--- config.mk ---
export PLATFORM = sky130hd
export DESIGN_NAME = adtsc_top
export DESIGN_NICKNAME = d
export VERILOG_FILES = /design/src/adtsc_pkg.sv /design/src/adtsc_top.sv
export VERILOG_INCLUDE_DIRS = /design/src
export SDC_FILE = /design/constraint.sdc
export NUM_CORES = 1
export LEC_CHECK = 0
export ABC_AREA = 1
export BUFFER_PORTS_ARGS = -buffer_cell sky130_fd_sc_hd__buf_2
export CORE_UTILIZATION = 35
export DETAILED_ROUTE_END_ITERATION = 8
export GPL_ROUTABILITY_DRIVEN = 0
export PLACE_DENSITY = 0.61
export SLEW_MARGIN = 20
export SYNTH_ARGS = -nofsm -noshare
export SYNTH_HDL_FRONTEND = slang
export SYNTH_SLANG_ARGS = --single-unit
--- constraint.sdc ---
create_clock -name clk -period 4.25 [get_ports clk]
set_input_delay 0.6375 -clock clk [delete_from_list [all_inputs] [get_ports clk]]
set_output_delay 0.6375 -clock clk [all_outputs]
set_load 0.01 [all_outputs]
--- src/adtsc_cfg.svh ---
/*
 * Register map, field positions, reset values and timing counts of the
 * converter trigger and sleep sequencer.
 * Assumes a 250 MHz system clock and a 32-bit Avalon-MM register bus.
 */
`ifndef ADTSC_CFG_SVH
`define ADTSC_CFG_SVH

// ****************************************************************
// Register offsets (byte addresses)
// ****************************************************************
`define ADTSC_OFS_CONTROL   8'h00
`define ADTSC_OFS_STATUS    8'h04
`define ADTSC_OFS_TRIGGER   8'h08
`define ADTSC_OFS_ACQUIRE   8'h0c

// ****************************************************************
// Field positions
// ****************************************************************
`define ADTSC_CTL_ON        0
`define ADTSC_CTL_GO        1
`define ADTSC_CTL_RC_CLOCK  2
`define ADTSC_CTL_REPEAT    3
`define ADTSC_CTL_IRQ_EN    4
`define ADTSC_STA_DONE      0
`define ADTSC_STA_PENDING   1
`define ADTSC_STA_POWERDN   2
`define ADTSC_STA_BUSY      3

// ****************************************************************
// Reset values
// ****************************************************************
`define ADTSC_RST_TRIG_SEL  3'h0
`define ADTSC_RST_ACQ       8'h00

// ****************************************************************
// Timing
// ****************************************************************
`define ADTSC_CLK_NS        4
`define ADTSC_INSTR_NS      16
`define ADTSC_CONV_NS       60
`define ADTSC_INSTR_CYC     ((`ADTSC_INSTR_NS + `ADTSC_CLK_NS - 1) / `ADTSC_CLK_NS)
`define ADTSC_CONV_CYC      ((`ADTSC_CONV_NS + `ADTSC_CLK_NS - 1) / `ADTSC_CLK_NS)

`endif

--- src/adtsc_pkg.sv ---
/*
 * Types of the converter trigger and sleep sequencer.
 * Assumes nothing of its surroundings.
 */
`default_nettype none

package adtsc_pkg;

    // ****************************************************************
    // Sequencer states
    // ****************************************************************
    typedef enum logic [1:0] {
        ADTSC_IDLE,
        ADTSC_DELAY,
        ADTSC_ACQUIRE,
        ADTSC_CONVERT
    } adtsc_state_type;

    // ****************************************************************
    // Whole module state
    // ****************************************************************
    typedef struct packed {
        adtsc_state_type state;
        logic [7:0]      count;
        logic            on;
        logic            go;
        logic            clk_rc;
        logic            repeat_mode_flag;
        logic            conversion_irq_enable;
        logic            conversion_done_flag;
        logic            pending;
        logic            powered_down;
        logic            sleep_conv;
        logic            trig_prev;
        logic [2:0]      trigger_source_field;
        logic [7:0]      acquisition_time_count;
        logic            waitrequest;
        logic [31:0]     readdata;
        logic            wake_request;
        logic            conv_done;
        logic            converting;
        logic            hold_connect;
        logic            powered;
    } adtsc_regs_type;

endpackage

`default_nettype wire

--- src/adtsc_top.sv ---
/*
 * Start, trigger and Sleep sequencing of a 12-bit converter, with its
 * Avalon-MM register slave.
 * Assumes trigger sources and the sleep indication are on clk; the analog
 * core samples while hold_connect is high and converts while converting is high.
 */
`include "adtsc_cfg.svh"
`timescale 1ns/1ns
`default_nettype none

module adtsc_top
(
    // Clock and reset
    input  wire logic        clk,
    input  wire logic        rstn,
    // Avalon-MM slave
    input  wire logic [7:0]  address,
    input  wire logic        read,
    input  wire logic        write,
    input  wire logic [31:0] writedata,
    input  wire logic [3:0]  byteenable,
    output var  logic [31:0] readdata,
    output var  logic        waitrequest,
    // Processor state and trigger sources
    input  wire logic        sleep_state,
    input  wire logic [7:0]  trigger_in,
    // Converter core control
    output var  logic        converter_powered,
    output var  logic        hold_connect,
    output var  logic        converting,
    output var  logic        conversion_done,
    // System status
    output var  logic        conversion_done_flag,
    output var  logic        wake_request
);

    // ****************************************************************
    // State
    // ****************************************************************
    adtsc_pkg::adtsc_regs_type r;
    adtsc_pkg::adtsc_regs_type next_r;

    logic        trig_level;
    logic        trig_rise;
    logic        active_on;
    logic        may_run;
    logic        req;
    logic        wr_ok;
    logic [31:0] rd_word;

    // ****************************************************************
    // Register read mux
    // ****************************************************************
    function automatic logic [31:0] read_mux(
        input logic [7:0]                addr,
        input adtsc_pkg::adtsc_regs_type s
    );
        logic [31:0] w;
        w = 32'h0000_0000;
        case (addr)
            `ADTSC_OFS_CONTROL:
            begin
                w[`ADTSC_CTL_ON]       = s.on;
                w[`ADTSC_CTL_GO]       = s.go;
                w[`ADTSC_CTL_RC_CLOCK] = s.clk_rc;
                w[`ADTSC_CTL_REPEAT]   = s.repeat_mode_flag;
                w[`ADTSC_CTL_IRQ_EN]   = s.conversion_irq_enable;
            end
            `ADTSC_OFS_STATUS:
            begin
                w[`ADTSC_STA_DONE]    = s.conversion_done_flag;
                w[`ADTSC_STA_PENDING] = s.pending;
                w[`ADTSC_STA_POWERDN] = s.powered_down;
                w[`ADTSC_STA_BUSY]    = (s.state != adtsc_pkg::ADTSC_IDLE);
            end
            `ADTSC_OFS_TRIGGER:
            begin
                w[2:0] = s.trigger_source_field;
            end
            `ADTSC_OFS_ACQUIRE:
            begin
                w[7:0] = s.acquisition_time_count;
            end
            default:
            begin
                w = 32'h0000_0000;
            end
        endcase
        return w;
    endfunction

    // ****************************************************************
    // Next state
    // ****************************************************************
    always_comb
    begin
        next_r = r;
        next_r.wake_request = 1'b0;
        next_r.conv_done    = 1'b0;

        // Field value zero selects no trigger
        trig_level = (r.trigger_source_field != 3'h0) &&
                     trigger_in[r.trigger_source_field];
        trig_rise  = trig_level && !r.trig_prev;
        next_r.trig_prev = trig_level;

        active_on = r.on && !r.powered_down;
        may_run   = !sleep_state || r.clk_rc;

        // Bus slave: one wait cycle, then answer
        req     = read || write;
        wr_ok   = write && !r.waitrequest && byteenable[0];
        rd_word = read_mux(address, r);
        if (req && r.waitrequest)
        begin
            next_r.waitrequest = 1'b0;
            next_r.readdata    = read ? rd_word : 32'h0000_0000;
        end
        else
        begin
            next_r.waitrequest = 1'b1;
        end

        if (wr_ok)
        begin
            case (address)
                `ADTSC_OFS_CONTROL:
                begin
                    next_r.on                    = writedata[`ADTSC_CTL_ON];
                    next_r.go                    = writedata[`ADTSC_CTL_GO];
                    next_r.clk_rc                = writedata[`ADTSC_CTL_RC_CLOCK];
                    next_r.repeat_mode_flag      = writedata[`ADTSC_CTL_REPEAT];
                    next_r.conversion_irq_enable = writedata[`ADTSC_CTL_IRQ_EN];
                    next_r.powered_down          = 1'b0;
                    if (!writedata[`ADTSC_CTL_ON])
                    begin
                        next_r.pending = 1'b0;
                    end
                end
                `ADTSC_OFS_STATUS:
                begin
                    if (writedata[`ADTSC_STA_DONE])
                    begin
                        next_r.conversion_done_flag = 1'b0;
                    end
                end
                `ADTSC_OFS_TRIGGER:
                begin
                    next_r.trigger_source_field = writedata[2:0];
                end
                `ADTSC_OFS_ACQUIRE:
                begin
                    next_r.acquisition_time_count = writedata[7:0];
                end
                default:
                begin
                    next_r.trig_prev = trig_level;
                end
            endcase
        end

        // Hardware triggers
        if (trig_rise && active_on)
        begin
            if (sleep_state && !r.clk_rc)
            begin
                next_r.pending = 1'b1;
            end
            else
            begin
                next_r.go = 1'b1;
            end
        end
        if (r.pending && !sleep_state && active_on)
        begin
            next_r.go = 1'b1;
        end

        // Sequencer
        case (r.state)
            adtsc_pkg::ADTSC_IDLE:
            begin
                if (r.go && active_on && may_run)
                begin
                    next_r.pending    = 1'b0;
                    next_r.sleep_conv = sleep_state;
                    if (r.clk_rc)
                    begin
                        next_r.state = adtsc_pkg::ADTSC_DELAY;
                        next_r.count = 8'(`ADTSC_INSTR_CYC - 1);
                    end
                    else
                    begin
                        next_r.state        = adtsc_pkg::ADTSC_ACQUIRE;
                        next_r.count        = r.acquisition_time_count;
                        next_r.hold_connect = 1'b1;
                    end
                end
            end
            adtsc_pkg::ADTSC_DELAY:
            begin
                if (r.count == 8'h00)
                begin
                    next_r.state        = adtsc_pkg::ADTSC_ACQUIRE;
                    next_r.count        = r.acquisition_time_count;
                    next_r.hold_connect = 1'b1;
                end
                else
                begin
                    next_r.count = r.count - 8'h01;
                end
            end
            adtsc_pkg::ADTSC_ACQUIRE:
            begin
                // Hold capacitor keeps its charge: only connected, never discharged
                if (r.count == 8'h00)
                begin
                    next_r.state        = adtsc_pkg::ADTSC_CONVERT;
                    next_r.count        = 8'(`ADTSC_CONV_CYC - 1);
                    next_r.hold_connect = 1'b0;
                    next_r.converting   = 1'b1;
                end
                else
                begin
                    next_r.count = r.count - 8'h01;
                end
            end
            adtsc_pkg::ADTSC_CONVERT:
            begin
                if (may_run)
                begin
                    if (r.count == 8'h00)
                    begin
                        next_r.state                = adtsc_pkg::ADTSC_IDLE;
                        next_r.converting           = 1'b0;
                        next_r.conv_done            = 1'b1;
                        next_r.conversion_done_flag = 1'b1;
                        if (!r.repeat_mode_flag)
                        begin
                            next_r.go = 1'b0;
                        end
                        if (sleep_state && r.conversion_irq_enable)
                        begin
                            next_r.wake_request = 1'b1;
                        end
                        if (r.sleep_conv && !r.conversion_irq_enable)
                        begin
                            next_r.powered_down = 1'b1;
                            next_r.go           = 1'b0;
                        end
                    end
                    else
                    begin
                        next_r.count = r.count - 8'h01;
                    end
                end
            end
            default:
            begin
                next_r.state = adtsc_pkg::ADTSC_IDLE;
            end
        endcase

        // Abort when start bit cleared or converter switched off
        if (r.state != adtsc_pkg::ADTSC_IDLE && !next_r.conv_done &&
            (!next_r.go || !next_r.on))
        begin
            next_r.state        = adtsc_pkg::ADTSC_IDLE;
            next_r.converting   = 1'b0;
            next_r.hold_connect = 1'b0;
        end

        next_r.powered = next_r.on && !next_r.powered_down;
    end

    // ****************************************************************
    // Registers
    // ****************************************************************
    always_ff @(posedge clk or negedge rstn)
    begin
        if (!rstn)
        begin
            r                        <= '0;
            r.state                  <= adtsc_pkg::ADTSC_IDLE;
            r.trigger_source_field   <= `ADTSC_RST_TRIG_SEL;
            r.acquisition_time_count <= `ADTSC_RST_ACQ;
            r.waitrequest            <= 1'b1;
        end
        else
        begin
            r <= next_r;
        end
    end

    // ****************************************************************
    // Outputs
    // ****************************************************************
    assign readdata             = r.readdata;
    assign waitrequest          = r.waitrequest;
    assign converter_powered    = r.powered;
    assign hold_connect         = r.hold_connect;
    assign converting           = r.converting;
    assign conversion_done      = r.conv_done;
    assign conversion_done_flag = r.conversion_done_flag;
    assign wake_request         = r.wake_request;

endmodule // adtsc_top

`default_nettype wire

# [Word-level counts from Yosys, hierarchy flattened]
# Index checks and enable logic that the tools add are counted.
[word_totals] input_bits=57 out_inout_bits=39 regBits=69 wordCells=137
[classes] reduce_logical=45 n_eq_ne=15 magnitude_cmp=1 add_sub_neg=1 n_mux=54
[op_table] cell="8-bit 2-to-1 mux" count=5
[op_table] cell="10-bit one-hot mux with 4 select lines" count=1
[op_table] cell="10-bit 2-to-1 mux" count=3
[op_table] cell="1-bit 2-to-1 mux" count=28
[op_table] cell="3-bit inequality test (second input constant)" count=6
[op_table] cell="1-bit logical AND" count=17
[op_table] cell="8-bit by 4-bit == test with 1-bit output (second input constant)" count=2
[op_table] cell="8-bit logical NOT" count=2
[op_table] cell="2-bit 2-to-1 mux" count=7
[op_table] cell="3-bit one-hot mux with 4 select lines" count=1
[op_table] cell="1-bit logical NOT" count=10
[op_table] cell="5-bit AND reduction" count=2
[op_table] cell="3-bit 2-to-1 mux" count=3
[op_table] cell="8-bit by 3-bit == test with 1-bit output (second input constant)" count=1
[op_table] cell="2-bit AND reduction" count=4
[op_table] cell="8-bit by 1-bit subtractor with 8-bit output (second input constant)" count=1
[op_table] cell="2-bit inequality test (second input constant)" count=3
[op_table] cell="1-bit one-hot mux with 3 select lines" count=2
[op_table] cell="3-bit nonzero test" count=2
[op_table] cell="5-bit 2-to-1 mux" count=1
[op_table] cell="2-bit == test (second input constant)" count=2
[op_table] cell="3-bit by 4-bit < comparator with 1-bit output (second input constant)" count=1
[op_table] cell="1-bit one-hot mux with 2 select lines" count=2
[op_table] cell="4-bit AND reduction" count=1
[op_table] cell="7 further kinds" count=9

# [Depth between registers and ports, before layout]
# Gate-level depths: netlist of the first run.
[depth] word_depth=17 ltp_mapped=13 depth_no_buf=13

# [Least setup slack after synthesis of the first run]
# Ideal clock, no wire load.
[synth_path] path_type="input port to flip-flop" from="input port address[7]" to="register r[67] (netlist name)" n_path_buf=0 path_slack_ns=2.480 setup_time_ns=0.117 cell_stages=12 t_required_ns=4.133 arrival_time_ns=1.653 cell_sequence="nor2_2 -> nand2_2 -> nor2_4 -> nand2_4 -> o21ai_2 -> inv_2 -> nand3_2 -> nand2_2 -> nand2_2 -> nand2_2 -> nand2_1 -> nand2_1"
[synth_lines] element="start, declared" line="adtsc_top.sv:17" source="input wire logic [7:0] address,"
[synth_lines] element="end signal, assigned" line="adtsc_top.sv:291" source="r <= next_r;"
[synth_lines] element="end, declared" line="adtsc_top.sv:40" source="adtsc_pkg::adtsc_regs_type r;"

# [Worst setup path after layout of the first run]
[layout_path] from="register r[67] (netlist name)" to="register r[64] (netlist name)"
[layout_via] elab_chain_cells=3 elab_cells_between_ends=9 classes_between="eq/ne (6); mux (1); reduce/logical (2)"
[layout_rtl] element="2-bit == test / 2-bit logical NOT (equally long branches)" line="adtsc_top.sv:180" source="case (r.state)"
[layout_rtl] element="2-bit inequality test (no source line)"
[layout_rtl] element="3-bit AND reduction (no source line)"
# Several ways; a longest one is shown, not always the timed one.
# A chain may end at the register's enable or synchronous reset.

==> impl_metrics.json, run 1 <==
{
  "status": "completed",
  "clk_pin_slew_ns": 0.09,
  "drive_gt1_share_pct": 20.8,
  "vias": 2339,
  "reg2reg_from": "r[67]",
  "fin_skew_ns": 0.00844,
  "routedWlPerCell_um": 12.5,
  "slowest_stage": "dfrtp_1",
  "startpoint": "r[67]",
  "synth_area_um2": 2820,
  "die_y_um": 91.8,
  "hpwl_um": 4750,
  "max_clock_freq_mhz": 523,
  "initial_utilization_pct": 36.4,
  "netlist_instances": 357,
  "cts_setup_buffers": 0,
  "synth_ff_type": "dfrtp_1",
  "synth_common_cells": "nand2_1 (74), dfrtp_1 (44), inv_1 (44)",
  "drc_errors": 0,
  "setup-tns-final_ns": 0,
  "slew_viol_final": 0,
  "cts_root_buffer": "clkbuf_8",
  "crit_path_end": "r[64]",
  "path_cells": "inv_1 > ha_1 > inv_1 > nor2_1 > a21oi_1 > a22oi_1",
  "hold_violations": 0,
  "syn-mean-instance-area_um2": 7.91,
  "numClockSinks": 45,
  "period_share_pct": 45.0,
  "async_flop_share_pct": 100,
  "cp_max_fo": 13,
  "nets": 455,
  "grt_use_total_pct": 16.0,
  "dpl.cell_count": 488,
  "r2r_slack_ns": 2.34,
  "r2r_cells": 6,
  "synth.area.top_cells": "dfrtp_1 (39%), nand2_1 (9.8%), buf_4 (8.8%)",
  "cts_made_buffers": 5,
  "fin_cells": 496,
  "die_area_um2": 8430,
  "grt_pass1_vias": 2229,
  "synth_top_area_cell": "dfrtp_1",
  "cap_violations": 0,
  "critPathCaptureType": "flip-flop",
  "antenna_found_initial": 0,
  "ant_nets": 0,
  "yosys_warnings": 0,
  "pin_count": 96,
  "power.total_mw": 1.57,
  "drt-total-wl_um": 6200,
  "r2r-end": "r[64]",
  "cts_tree": "yes",
  "crit_top_cell": "inv_1",
  "area_growth_syn_to_layout_pct": 10.0,
  "cp-start-kind": "flip-flop",
  "core_um2": 7770,
  "vias_per_cell": 4.72,
  "grt_pass1_wl_um": 10700,
  "vdd_drop_max_mv": 0.234,
  "min_period_ns": 1.91,
  "synth_edf_count": 0,
  "drtPass1Iterations": 4,
  "hold_class": "input port to asynchronous set/reset pin",
  "drt_iter0_drc": 187,
  "cp.required_ns": 4.47,
  "worst_skew_pair.late_latency_ns": 0.30,
  "grt_remaining_overflow": 0,
  "clockBufferDepth": 2,
  "die-width_um": 91.8,
  "htreeDepth": 2,
  "synth.distinct_cells": 41,
  "port_buffers": 43,
  "slew_headroom_pct": 62.3,
  "antenna_cells": 0,
  "tightest_slew_ns": 0.566,
  "row_count": 32,
  "ctsHoldBuffers": 0,
  "power_leakage_nw": 1.61,
  "synth_top_area_share_pct": 39.0,
  "synth_most_common_cell": "nand2_1",
  "setup_viol": 0,
  "cts_resized": 0,
  "powerDensity_nw_per_um2": 506,
  "grt_start_max_net_pins": 46,
  "rsz0062_at_grt": "no",
  "yosysSeqAreaShare_pct": 39.9,
  "ys_seq_elements": 45,
  "worst-setup-path-type": "flip-flop to flip-flop",
  "arrival_ns": 2.13,
  "crit_path_max_incr_delay_ns": 0.42
}
## how the worst min path moves through the flow
stage | startpoint | end | slack [ns] | cells past startpoint
after floorplan | rstn | conversion_done | 0.34 | 0
after global placement | readdata[3] | readdata[3] | 0.46 | 2
after detailed placement | hold_connect | hold_connect | 0.46 | 2
after CTS | readdata[3] | readdata[3] | 0.49 | 2
after global routing | rstn | readdata[7] | 0.36 | 1
final | rstn | readdata[6] | 0.33 | 1
## critical path: cells and delay by family, from the launching register on
| kind | cells | cell delay (ns) |
|---|---|---|
| fa+ha+maj | 1 | 0.32 |
| simple gates | 1 | 0.40 |
| buf+inv | 2 | 0.38 |
| compound gates | 2 | 0.32 |
| flops | 1 | 0.42 |
## final cells by class
class                   instances  area [um2]
fillers                       814        4660
multi-input cells             249        1330
flip-flops and latches         45        1130
repair buffers                 43         218
inverters                      49         186
well taps                     102         128
clock buffers                   7        86.3
clock inverters                 1        30.0
## kinds of logic after synthesis
| group | after synthesis | share of synthesized area, % |
|---|---|---|
| AOI/OAI and AO/OA | 67 | 14.3 |
| DFF | 45 | 39.9 |
| adders and majority gates | 5 | 2.22 |
| buffers and inverters | 86 | 16.0 |
| other | 1 | 0.133 |
| and+or+nand+nor | 149 | 26.2 |
| xor gates and xnor gates | 4 | 1.24 |
## flip-flops by register name, summed over array words and instances (netlist names)
name,flops
readdata,8
wake_request,1
conversion_done_flag,1
r,30
conversion_done,1
converting,1
converter_powered,1
waitrequest,1
hold_connect,1
## layout by cell type, fill, tap and decap left out, drive strengths merged
cell	count
nor3	7
dfstp	1
nor2	29
xor2	3
o31ai	2
nand4	9
nand3	22
conb	24
nand2	80
a21boi	1
o2111ai	1
dfrtp	44
clkbuf	7
or2	1
bufinv	1
nor3b	1
o211ai	2
xnor2	1
buf	43
o21ai	31
a21oi	14
a32oi	1
a31oi	2
a22oi	6
o21a	1
ha	5
inv	49
o22ai	2
a22o	4
## stage by stage
stage	utilization [%]	worst slack, ns	area, um2	hold slack, ns
global route	40.0	2.12	3110	0.360
global placement	38.5	2.16	2990	0.462
CTS	40.0	2.33	3100	0.485
floorplan	-	2.48	2910	0.342
detailed placement	38.5	2.11	2990	0.461
finish	40.0	2.34	3110	0.327
## layer usage
| metal | wire (um) | track usage, % | share of wire, % | vias up |
|---|---|---|---|---|
| li1 | - | - | - | 1187 |
| met1 | 3040 | 23.0 | 49 | 1096 |
| met2 | 2820 | 24.5 | 45 | 49 |
| met3 | 280 | 3.15 | 4.5 | 7 |
| met4 | 63 | 4.30 | 1.0 | 0 |
| met5 | 0 | 0 | 0 | - |
## where the power goes
part | switching, mW | leakage [nW] | total (mW) | internal [mW]
logic | 0.425 | 0.977 | 0.673 | 0.248
clock network | 0.153 | 0.0585 | 0.345 | 0.192
registers | 0.0531 | 0.570 | 0.554 | 0.501
Note: power is estimated with default switching activity, not from simulation.
==> inputs of run 2 (changes only) <==
--- a/config.mk
+++ b/config.mk
@@ -11,7 +11,7 @@
 export CORE_UTILIZATION = 35
 export DETAILED_ROUTE_END_ITERATION = 8
 export GPL_ROUTABILITY_DRIVEN = 0
-export PLACE_DENSITY = 0.61
+export PLACE_DENSITY = 0.63
 export SLEW_MARGIN = 20
 export SYNTH_ARGS = -nofsm -noshare
 export SYNTH_HDL_FRONTEND = slang
==> constraint.sdc (replaced) <==
create_clock -name clk -period 1.7 [get_ports clk]
set_input_delay 0.255 -clock clk [delete_from_list [all_inputs] [get_ports clk]]
set_output_delay 0.255 -clock clk [all_outputs]
set_load 0.01 [all_outputs]
==> run 2 against run 1 <==
  * Routed wire length increased by 6.5%
  * Core utilization increased by 3.3 points
  * Cell area increased by 8.3%
  * Sequential power increased to 2.5 times the previous value
  * Non-clock buffer count increased by 26
  * Maximum frequency increased by 17%
  * Sequential cell count unchanged
  * Count of clock-buffer cells in the layout unchanged
  * Cell count increased by 5.4%
==> impl_metrics.json, run 2 (synthesis results as in run 1) <==
{
  "die_area_um2": 8430,
  "ant_nets": 0,
  "cp_max_fo": 8,
  "power_leakage_nw": 1.74,
  "regMostFlops": "r",
  "fin_skew_ns": 0.00735,
  "fin_cells": 523,
  "arrival_ns": 1.83,
  "worst_skew_pair.late_latency_ns": 0.30,
  "hold_violations": 0,
  "grt_remaining_overflow": 0,
  "critPathCaptureType": "flip-flop",
  "drive_gt1_share_pct": 28.0,
  "drt-total-wl_um": 6610,
  "r2r_cells": 11,
  "reg2reg_from": "r[59]",
  "utilization_pct": 43.3,
  "setup_viol": 0,
  "row_count": 32,
  "cap_violations": 0,
  "drc_errors": 0,
  "vias": 2476,
  "vias_per_cell": 4.73,
  "htreeDepth": 2,
  "hold_class": "input port to asynchronous set/reset pin",
  "hold_slack_ns": 0.0354,
  "grt_use_total_pct": 16.6,
  "period_share_pct": 96.0,
  "slew_headroom_pct": 61.0,
  "nets": 482,
  "ctsHoldBuffers": 0,
  "r2r_slack_ns": 0.07,
  "final_cell_mix": "nand2_1 (73), dfrtp_1 (44), buf_2 (43), inv_1 (42), buf_4 (25)",
  "tightest_slew_ns": 0.585,
  "pin_count": 96,
  "clockBufferDepth": 2,
  "max_clock_freq_mhz": 613,
  "cts_root_buffer": "clkbuf_8",
  "drtPass1Iterations": 4,
  "design_area_um2": 3360,
  "cts_made_buffers": 5,
  "slew_viol_final": 0,
  "worst-setup-path-type": "flip-flop to flip-flop",
  "antenna_cells": 0,
  "grt_start_max_net_pins": 46,
  "initial_utilization_pct": 36.4,
  "antenna_found_initial": 0,
  "powerDensity_nw_per_um2": 1280,
  "numClockSinks": 45,
  "cp.required_ns": 1.90,
  "grt_pass1_wl_um": 11100,
  "die_y_um": 91.8,
  "cts_tree": "yes",
  "cp-start-kind": "flip-flop",
  "min_period_ns": 1.63,
  "rsz0062_at_grt": "yes",
  "drt_iter0_drc": 208,
  "die-width_um": 91.8,
  "hpwl_um": 4960,
  "clk_pin_slew_ns": 0.09,
  "largest_reg_flops": 30,
  "routedWlPerCell_um": 12.6,
  "port_buffers": 43,
  "final_common_cell": "nand2_1",
  "startpoint": "r[59]",
  "vdd_drop_max_mv": 0.847,
  "r2r-end": "r[67]",
  "placed_area_um2": 3160,
  "area_growth_syn_to_layout_pct": 19.1,
  "grt_pass1_vias": 2415,
  "core_um2": 7770,
  "dpl.cell_count": 509,
  "status": "completed"
}
[run 2: through the flow]
stage | worst slack (ns) | setup TNS (ns) | power [mW]
CTS | 0.0101 | 0 | 4.24
global placement | -0.0119 | -0.0303 | 3.29
floorplan | 0.0572 | 0 | 2.74
global route | -0.0528 | -0.296 | 4.65
finish | 0.0679 | 0 | 4.32
detailed placement | -0.0529 | -0.187 | 3.34
[run 2: per-layer routing]
metal	part of all wire, %	track usage [%]	vias to the layer above
met5	0	0	-
met4	0.76	3.65	0
met3	4.6	2.90	5
met2	46	27.3	68
met1	48	22.7	1166
li1	-	-	1237
[run 2: where the power goes]
part | internal, mW | switching (mW)
registers | 1.25 | 0.134
clock network | 0.368 | 0.374
logic | 0.952 | 1.24
total | 2.57 | 1.75
[run 2: layout make-up]
| class | instances | area [um2] |
|---|---|---|
| repair buffers | 69 | 423 |
| multi-input cells | 250 | 1400 |
| fillers | 814 | 4400 |
| well taps | 102 | 128 |
| clock inverters | 1 | 5.00 |
| inverters | 49 | 189 |
| clock buffers | 7 | 96.3 |
| flip-flops and latches | 45 | 1130 |
[run 2: how the worst max path moves through the flow]
| stage | slack, ns | to | cells after the start |
|---|---|---|---|
| floorplan | 0.06 | r[67] | 12 |
| global placement | -0.01 | r[67] | 12 |
| detailed placement | -0.05 | r[67] | 12 |
| CTS | 0.01 | r[67] | 11 |
| global route | -0.05 | hold_connect | 12 |
| finish | 0.07 | r[67] | 11 |
[run 2: repair_timing]
action,4_1_cts,5_1_grt
hold endpoints to repair,0,0
endpoints found under the setup margin,7,12
gates cloned,1,0
buffers inserted,3,2
resized for setup,6,8
pin swaps,4,3
[run 2: critical path: stages, from the launching register on]
cell and delay [ns]:
dfrtp_1 0.40, inv_2 0.08, ha_4 0.15, nand3_4 0.10, nor2_8 0.21, inv_6 0.07
o21ai_1 0.22, inv_1 0.08, nand2_2 0.07, nand2_2 0.05, nand2_1 0.05, nand2_1 0.05
